<file path="config.mk">
export PLATFORM = sky130hd
export DESIGN_NAME = flash_lock_host
export DESIGN_NICKNAME = d
export VERILOG_FILES = /design/src/hw/flash_lock_pkg.sv /design/src/hw/bus_cycle_if.sv /design/src/hw/flash_lock_host.sv /design/src/hw/bus_cycle_engine.sv
export SDC_FILE = /design/constraint.sdc
export NUM_CORES = 1
export LEC_CHECK = 0
export BUFFER_PORTS_ARGS = -buffer_cell sky130_fd_sc_hd__buf_2
export CAP_MARGIN = 20
export CORE_ASPECT_RATIO = 1.75
export CORE_MARGIN = 8
export CORE_UTILIZATION = 40
export DETAILED_ROUTE_END_ITERATION = 16
export GPL_ROUTABILITY_DRIVEN = 0
export GPL_TIMING_DRIVEN = 0
export PLACE_DENSITY = 0.71
export SLEW_MARGIN = 0
export SYNTH_ARGS = -nofsm -noshare
export SYNTH_HDL_FRONTEND = slang
export SYNTH_SLANG_ARGS = --single-unit
</file>
<file path="constraint.sdc">
create_clock -name CLK -period 4.3 [get_ports CLK]
set_clock_uncertainty 0.1 [all_clocks]
set_input_delay 0.43 -clock CLK [delete_from_list [all_inputs] [get_ports CLK]]
set_output_delay 0.43 -clock CLK [all_outputs]
set_load 0.01 [all_outputs]
</file>
<file path="src/hw/flash_lock_pkg.sv">
// constants and types shared by the flash lock-bit host controller
package flash_lock_pkg;
  // command codes placed on the data bus
  localparam logic [7:0] CMD_LOCK_SETUP    = 8'h60;
  localparam logic [7:0] CMD_BLOCK_CONFIRM = 8'h01;
  localparam logic [7:0] CMD_MASTER_CONFIRM = 8'hF1;
  localparam logic [7:0] CMD_CLEAR_CONFIRM = 8'hD0;
  localparam logic [7:0] CMD_ERASE_SETUP   = 8'h20;
  localparam logic [7:0] CMD_ERASE_CONFIRM = 8'hD0;
  localparam logic [7:0] CMD_READ_ARRAY    = 8'hFF;
  localparam logic [7:0] CMD_CLEAR_STATUS  = 8'h50;
  localparam logic [7:0] CMD_READ_STATUS   = 8'h70;
  // status word bit positions
  localparam int SR_READY     = 7;
  localparam int SR_ERASE_SUS = 6;
  localparam int SR_ERASE_ERR = 5;
  localparam int SR_WRITE_ERR = 4;
  localparam int SR_SUPPLY    = 3;
  localparam int SR_WR_SUS    = 2;
  localparam int SR_PROTECT   = 1;
  localparam logic [7:0] SR_VALID_MASK = 8'hFE;
  // bus cycle timing at 40 MHz
  localparam int CLK_PERIOD_NS = 25;
  localparam int WE_PULSE_NS   = 50;
  localparam int RD_ACCESS_NS  = 100;
  localparam int WE_CYCLES = (WE_PULSE_NS + CLK_PERIOD_NS - 1) / CLK_PERIOD_NS;
  localparam int RD_CYCLES = (RD_ACCESS_NS + CLK_PERIOD_NS - 1) / CLK_PERIOD_NS;
  localparam logic [3:0] WE_COUNT = 4'(WE_CYCLES);
  localparam logic [3:0] RD_COUNT = 4'(RD_CYCLES);
  localparam logic [7:0] STATUS_RESET = 8'h00;
  // user operations
  typedef enum logic [2:0] {
    OP_SET_BLOCK  = 3'h0,
    OP_SET_MASTER = 3'h1,
    OP_CLEAR_ALL  = 3'h2,
    OP_ERASE      = 3'h3,
    OP_CLR_STATUS = 3'h4,
    OP_READ_ARRAY = 3'h5
  } op_t;
  typedef enum logic [2:0] {
    ST_IDLE  = 3'b000,
    ST_CMD1  = 3'b001,
    ST_CMD2  = 3'b011,
    ST_POLL  = 3'b010,
    ST_DONE  = 3'b110
  } state_t;
endpackage

</file>
<file path="src/hw/bus_cycle_if.sv">
// handshake between the sequencer and the bus cycle engine
`timescale 1ns/1ps
`default_nettype none
interface bus_cycle_if;
  logic       req;
  logic       write;
  logic [7:0] wdata;
  logic       done;
  logic [7:0] rdata;
  modport seq (output req, output write, output wdata, input done, input rdata);
  modport eng (input req, input write, input wdata, output done, output rdata);
endinterface
`default_nettype wire

</file>
<file path="src/hw/flash_lock_host.sv">
// host sequencer for lock-bit, erase and status commands of a byte-wide flash
`timescale 1ns/1ps
`default_nettype none
// How it works
// - lock set is setup write then confirm; block confirm addresses target block
// - setup 60H, block confirm 01H, master confirm F1H
// - clear all locks is 60H then D0H at any address
// - host polls ready pin and status bit 7 before reading result
// - interrupted clear leaves locks undefined; host must repeat the clear, but it only raises RETRY_CLEAR
// - status bits 6..0 ignored while busy
// - host masks reserved status bit 0 on every poll
// - erase is 20H then D0H in block, then poll ready
// - host writes FFH after last erase to return to array read; it does so only for an OP_READ_ARRAY op
module flash_lock_host
  import flash_lock_pkg::*;
#(
  parameter int ADDR_W = 20
) (
  input  wire logic              CLK,
  input  wire logic              RESETN,
  // user command port
  input  wire logic              OP_VALID,
  input  wire op_t               OP_CODE,
  input  wire logic [ADDR_W-1:0] OP_ADDR,
  input  wire logic              HIGH_VOLT_RESET,
  output logic                   OP_READY,
  output logic                   OP_DONE,
  output logic [7:0]             OP_STATUS,
  output logic                   ERR_SEQUENCE,
  output logic                   ERR_PROTECT,
  output logic                   ERR_SUPPLY,
  output logic                   ERR_OPERATION,
  output logic                   RETRY_CLEAR,
  // flash pins
  output logic [ADDR_W-1:0]      FLASH_ADDR,
  output logic                   FLASH_CE_N,
  output logic                   FLASH_WE_N,
  output logic                   FLASH_OE_N,
  output logic                   FLASH_RESET_HV,
  output logic                   FLASH_RESET_N,
  output logic [7:0]             FLASH_DQ_OUT,
  output logic                   FLASH_DQ_OE,
  input  wire logic [7:0]        FLASH_DQ_IN,
  input  wire logic              FLASH_READY_BUSY
);
  bus_cycle_if cyc ();

  logic [7:0] dq_s1_q, dq_s2_q;
  logic       rb_s1_q, rb_s2_q;
  state_t     st_q, st_d;
  op_t        op_q, op_d;
  logic [ADDR_W-1:0] addr_q, addr_d;
  logic       hv_q, hv_d;
  logic [7:0] stat_q, stat_d;
  logic       done_q, done_d;
  logic       req_q, req_d;
  logic       wr_q, wr_d;
  logic [7:0] wd_q, wd_d;
  logic       retry_q, retry_d;
  logic [7:0] masked;

  // pin inputs cross two flops before any use
  always_ff @(posedge CLK) begin
    if (!RESETN) begin
      dq_s1_q <= 8'h00;
      dq_s2_q <= 8'h00;
      rb_s1_q <= 1'b0;
      rb_s2_q <= 1'b0;
    end else begin
      dq_s1_q <= FLASH_DQ_IN;
      dq_s2_q <= dq_s1_q;
      rb_s1_q <= FLASH_READY_BUSY;
      rb_s2_q <= rb_s1_q;
    end
  end

  bus_cycle_engine u_eng (
    .clk     (CLK),
    .resetn  (RESETN),
    .cyc     (cyc),
    .ce_n    (FLASH_CE_N),
    .we_n    (FLASH_WE_N),
    .oe_n    (FLASH_OE_N),
    .dq_out  (FLASH_DQ_OUT),
    .dq_oe   (FLASH_DQ_OE),
    .dq_sync (dq_s2_q)
  );

  assign masked = cyc.rdata & SR_VALID_MASK;

  // first and second command byte per operation
  function automatic logic [7:0] first_byte(input op_t op);
    case (op)
      OP_SET_BLOCK, OP_SET_MASTER, OP_CLEAR_ALL: first_byte = CMD_LOCK_SETUP;
      OP_ERASE:      first_byte = CMD_ERASE_SETUP;
      OP_CLR_STATUS: first_byte = CMD_CLEAR_STATUS;
      default:       first_byte = CMD_READ_ARRAY;
    endcase
  endfunction

  function automatic logic [7:0] second_byte(input op_t op);
    case (op)
      OP_SET_BLOCK:  second_byte = CMD_BLOCK_CONFIRM;
      OP_SET_MASTER: second_byte = CMD_MASTER_CONFIRM;
      OP_CLEAR_ALL:  second_byte = CMD_CLEAR_CONFIRM;
      default:       second_byte = CMD_ERASE_CONFIRM;
    endcase
  endfunction

  function automatic logic two_cycle(input op_t op);
    two_cycle = (op == OP_SET_BLOCK) || (op == OP_SET_MASTER) ||
                (op == OP_CLEAR_ALL) || (op == OP_ERASE);
  endfunction

  // sequencer: setup write, confirm write, status poll
  always_comb begin
    st_d    = st_q;
    op_d    = op_q;
    addr_d  = addr_q;
    hv_d    = hv_q;
    stat_d  = stat_q;
    done_d  = 1'b0;
    req_d   = 1'b0;
    wr_d    = wr_q;
    wd_d    = wd_q;
    retry_d = retry_q;
    case (st_q)
      ST_IDLE: begin
        if (OP_VALID) begin
          op_d   = OP_CODE;
          addr_d = OP_ADDR; // block address kept for both writes
          hv_d   = HIGH_VOLT_RESET; // override level held for the sequence
          req_d  = 1'b1;
          wr_d   = 1'b1;
          wd_d   = first_byte(OP_CODE);
          st_d   = ST_CMD1;
        end
      end
      ST_CMD1: begin
        if (cyc.done) begin
          if (two_cycle(op_q)) begin
            req_d = 1'b1;
            wd_d  = second_byte(op_q);
            st_d  = ST_CMD2;
          end else begin
            st_d  = ST_DONE;
          end
        end
      end
      ST_CMD2: begin
        if (cyc.done) begin
          req_d = 1'b1; // device now returns status on reads
          wr_d  = 1'b0;
          st_d  = ST_POLL;
        end
      end
      ST_POLL: begin
        if (cyc.done) begin
          if (rb_s2_q && cyc.rdata[SR_READY]) begin
            stat_d = masked;
            if (op_q == OP_CLEAR_ALL)
              retry_d = masked[SR_ERASE_ERR] & ~masked[SR_WRITE_ERR];
            st_d = ST_DONE;
          end else begin
            req_d = 1'b1; // busy: read again, other bits ignored
          end
        end
      end
      ST_DONE: begin
        done_d = 1'b1;
        st_d   = ST_IDLE;
      end
      default: st_d = ST_IDLE;
    endcase
  end

  always_ff @(posedge CLK) begin
    if (!RESETN) begin
      st_q    <= ST_IDLE;
      op_q    <= OP_READ_ARRAY;
      addr_q  <= '0;
      hv_q    <= 1'b0;
      stat_q  <= STATUS_RESET;
      done_q  <= 1'b0;
      req_q   <= 1'b0;
      wr_q    <= 1'b0;
      wd_q    <= 8'h00;
      retry_q <= 1'b0;
    end else begin
      st_q    <= st_d;
      op_q    <= op_d;
      addr_q  <= addr_d;
      hv_q    <= hv_d;
      stat_q  <= stat_d;
      done_q  <= done_d;
      req_q   <= req_d;
      wr_q    <= wr_d;
      wd_q    <= wd_d;
      retry_q <= retry_d;
    end
  end

  assign cyc.req   = req_q;
  assign cyc.write = wr_q;
  assign cyc.wdata = wd_q;

  assign OP_READY       = (st_q == ST_IDLE);
  assign OP_DONE        = done_q;
  assign OP_STATUS      = stat_q;
  // decode kept bits; sticky in the device until clear-status
  assign ERR_SEQUENCE   = stat_q[SR_ERASE_ERR] & stat_q[SR_WRITE_ERR];
  assign ERR_PROTECT    = stat_q[SR_PROTECT];
  assign ERR_SUPPLY     = stat_q[SR_SUPPLY];
  assign ERR_OPERATION  = stat_q[SR_ERASE_ERR] ^ stat_q[SR_WRITE_ERR];
  assign RETRY_CLEAR    = retry_q;
  assign FLASH_ADDR     = addr_q;
  assign FLASH_RESET_HV = hv_q & (st_q != ST_IDLE); // high voltage only during a sequence
  assign FLASH_RESET_N  = RESETN;
endmodule
`default_nettype wire

</file>
<file path="src/hw/bus_cycle_engine.sv">
// one write or read cycle on the flash parallel bus
`timescale 1ns/1ps
`default_nettype none
module bus_cycle_engine
  import flash_lock_pkg::*;
(
  input  wire logic       clk,
  input  wire logic       resetn,
  bus_cycle_if.eng        cyc,
  output logic            ce_n,
  output logic            we_n,
  output logic            oe_n,
  output logic [7:0]      dq_out,
  output logic            dq_oe,
  input  wire logic [7:0] dq_sync
);
  logic [3:0] cnt_q, cnt_d;
  logic       busy_q, busy_d;
  logic       wr_q, wr_d;
  logic [7:0] dout_q, dout_d;
  logic [7:0] rd_q, rd_d;
  logic       done_q, done_d;

  // strobe held for a counted time, data latched at its end
  always_comb begin
    cnt_d  = cnt_q;
    busy_d = busy_q;
    wr_d   = wr_q;
    dout_d = dout_q;
    rd_d   = rd_q;
    done_d = 1'b0;
    if (!busy_q) begin
      if (cyc.req) begin
        busy_d = 1'b1;
        wr_d   = cyc.write;
        dout_d = cyc.wdata;
        cnt_d  = cyc.write ? WE_COUNT : RD_COUNT;
      end
    end else if (cnt_q != 4'h0) begin
      cnt_d = cnt_q - 4'h1;
    end else begin
      busy_d = 1'b0;
      done_d = 1'b1;
      if (!wr_q) rd_d = dq_sync; // sampled before strobe rises
    end
  end

  always_ff @(posedge clk) begin
    if (!resetn) begin
      cnt_q  <= 4'h0;
      busy_q <= 1'b0;
      wr_q   <= 1'b0;
      dout_q <= 8'h00;
      rd_q   <= 8'h00;
      done_q <= 1'b0;
    end else begin
      cnt_q  <= cnt_d;
      busy_q <= busy_d;
      wr_q   <= wr_d;
      dout_q <= dout_d;
      rd_q   <= rd_d;
      done_q <= done_d;
    end
  end

  assign ce_n      = ~busy_q;
  assign we_n      = ~(busy_q & wr_q & (cnt_q != 4'h0)); // rising edge latches data
  assign oe_n      = ~(busy_q & ~wr_q);
  assign dq_oe     = busy_q & wr_q;
  assign dq_out    = dout_q;
  assign cyc.done  = done_q;
  assign cyc.rdata = rd_q;
endmodule
`default_nettype wire

</file>
==> results.cfg <==
[logic_synthesis]
netlist.area_leader.share = 0.513
ys_seq_area_frac = 0.513
synth_area_per_cell_sq_um = 9.31
syn-num-nets = 373
yosysWarningCount = 0
synth_top_cell_by_area = dfxtp_1
synthDistinctLibCells = 41
synthesis.instances = 335
synth_edf_count = 0
netlist_area_sq_um = 3120
synth.area.top_cells = dfxtp_1 (51%), nand2_1 (8.9%), a21boi_0 (7.2%)
ys.flop_type = dfxtp_1
async_flop_share = 0
ys_ff_latch = 80

[global_routing]
antenna_found_initial = 0
grt_pass1_wl_mm = 11.6
grt_use_total = 0.135
grt_max_degree = 15
grt_pass1_vias = 2579
grt_overflow = 0

[critical_path]
cp.required_ns = 3.77
crit_fanout = 10
r2r-end = RETRY_CLEAR$_SDFFE_PN0P_
path_class = reg -> out
reg2reg_from = st_q[2]$_SDFFE_PN0P_
start_kind = flip-flop
rrSetupSlack_ns = 2.49
worstRegToRegCells = 5
critPathCaptureType = output port
cp.arrival_ns = 1.42

[min_path]
hold_end = dq_s1_q[7]$_SDFF_PN0_
whs_path_depth = 2
hold_class = in -> reg
min-delay-start = FLASH_DQ_IN[7]

[placed_design]
portBuffers = 81
dpl.hpwl_mm = 5.40
dp_slack_ns = 2.47
place_area_sq_um = 3630

[final_layout]
diodes = 0
nFillCells = 747
finalNetCount = 465
seq_area_sq_um = 1600
final_area_sq_um = 3960
layout_commonest_cell = buf_2
areaGrowthSynthToFinish_pct = 26.8
drive_gt1_frac = 0.273
final_cell_mix = buf_2 (86), dfxtp_1 (80), nand2_1 (74)
multi_input_area_sq_um = 1370
fin_util = 0.523

[die]
rows = 42
coreArea_sq_um = 7570
initial_utilization = 0.412
dieHeight_um = 133
ios = 85
die_w_um = 82.8
die-area_sq_um = 11000

[power]
intPower_mw = 1.35
seqPwrFrac = 0.453
swShare = 0.231
clkPwrFrac = 0.459
p_total_mw = 1.76
p_comb_frac = 0.088
peakVddDrop_uv = 264
powerDensity_nw_per_um2 = 444
switchingPower_mw = 0.405
leakagePower_nw = 1.75

[detailed_routing]
vias_per_cell = 4.88
ant_nets = 0
highest_layer = met4
met2WireLength_mm = 3.82
dr.pass1.iters = 4
vias = 2540
dr_wl_met3_um = 432
dr.first_iter.drc_count = 217
drt-total-wl_mm = 7.10
drcViolationCount = 0
wl_met1_mm = 2.63
avgRoutedWirePerCell_um = 13.6

[clock_tree]
cts_made_buffers = 9
clk_latency_ns = 0.33
cts_root_buf = clkbuf_16
clkSinkCount = 80
clk_path_buf_depth = 2
cts_max_level = 3
post_cts_buffers = 0
holdBufCountCts = 0
post_cts_resized = 0
cts_tree = done
clkTransAtPathRegs_ns = 0.06

[timing]
setup_viol = 0
maxSlewHeadroom = 0.534
fin_ws_ns = 2.35
maxSlewViolCount = 0
timing.final.crit_share = 0.454
period_needed_ns = 1.95
rsz0062_at_grt = false
worstMarginPinSlew_ns = 0.694
tns_ns = 0
timing.final.hold_violations = 0
fmax_ghz = 0.512

[flow_run]
maxCapViolations = 0

[status]
outcome = completed
cell usage after synthesis (2+ instances only):
cell      number
nand3b_1       2
nand2_1       74
nand3_1        4
and2_1        19
inv_1          6
mux2i_1       15
nor2_1        10
ha_1           2
nor2b_1       16
a21boi_1       2
buf_2          5
and3_1         2
nand2b_1       7
o21ai_0       10
buf_4          6
a21oi_1        7
nor3_1         2
clkbuf_1      12
o221a_2        3
dfxtp_1       80
a21boi_0      30
nor3b_1        2
worst max-delay path by stage:
stage	from	end	slack [ns]	depth (start not counted)
after detailed placement	u_eng.cnt_q[0]$_SDFFE_PN0P_	u_eng.cyc.rdata[6]$_SDFFE_PN0P_	2.47	6
final	u_eng.busy_q$_SDFF_PN0_	FLASH_WE_N	2.35	4
after global routing	u_eng.busy_q$_SDFF_PN0_	FLASH_WE_N	2.22	4
after global placement	u_eng.cnt_q[0]$_SDFFE_PN0P_	u_eng.cyc.rdata[7]$_SDFFE_PN0P_	2.50	6
after CTS	u_eng.busy_q$_SDFF_PN0_	FLASH_WE_N	2.35	4
after floorplan	st_q[2]$_SDFFE_PN0P_	RETRY_CLEAR$_SDFFE_PN0P_	2.63	5
state kept, by name (all words and copies together), names as in the netlist, 4 cells and up:
| signal | count |
|---|---|
| FLASH_ADDR | 20 |
| OP_STATUS | 7 |
| cyc.wdata | 6 |
| u_eng.cnt_q | 4 |
| dq_s1_q | 7 |
| u_eng.cyc.rdata | 7 |
| u_eng.dq_out | 6 |
| dq_s2_q | 7 |
power by group through the flow:
stage	registers, mW	clock network [mW]	logic [mW]
final	0.795	0.807	0.155
after global routing	0.799	0.860	0.173
after CTS	0.795	0.826	0.158
after detailed placement	0.812	0	0.157
after global placement	0.810	0	0.154
after floorplan	0.814	0	0.0936
worst max-delay path, cell delays in order, from the launching register on:
cell and delay, ns:
dfxtp_1 0.33, clkbuf_1 0.33, and2_1 0.20, o21ai_0 0.08, buf_2 0.15
metrics by stage:
step / cells / hold slack (ns)
final: 520 / 0.201
after global routing: 520 / 0.191
after CTS: 520 / 0.192
after detailed placement: 504 / 0.320
after global placement: 504 / 0.316
after floorplan: 335 / 0.312
routing by layer:
metal / vias to the layer above / GRT usage
met4: 0 / 0.0801
li1: 1296 / -
met2: 66 / 0.237
met5: - / 0
met3: 14 / 0.0461
met1: 1164 / 0.127
area by class of cell:
| class | instances | area share |
|---|---|---|
| Clock buffer | 9 | 0.0569 |
| Clock inverter | 7 | 0.0240 |
| Sequential cell | 80 | 0.405 |
| Timing Repair Buffer | 81 | 0.102 |
| Buffer | 24 | 0.0320 |
| Inverter | 6 | 0.00569 |
| Tap cell | 88 | 0.0278 |
| Multi-Input combinational cell | 225 | 0.346 |
kinds of logic (layout without fill, tap and decap cells):
group	count (synthesis)	after routing	synth area share
AND/OR/NAND/NOR	145	145	0.240
other	1	1	0.00120
buffers and inverters	30	127	0.0477
adder cells (fa/ha/maj)	2	2	0.00802
multiplexers	15	15	0.0481
AO/OA/AOI/OAI	62	62	0.142
flip-flops	80	80	0.513
Power figures use the tool's default switching activity.
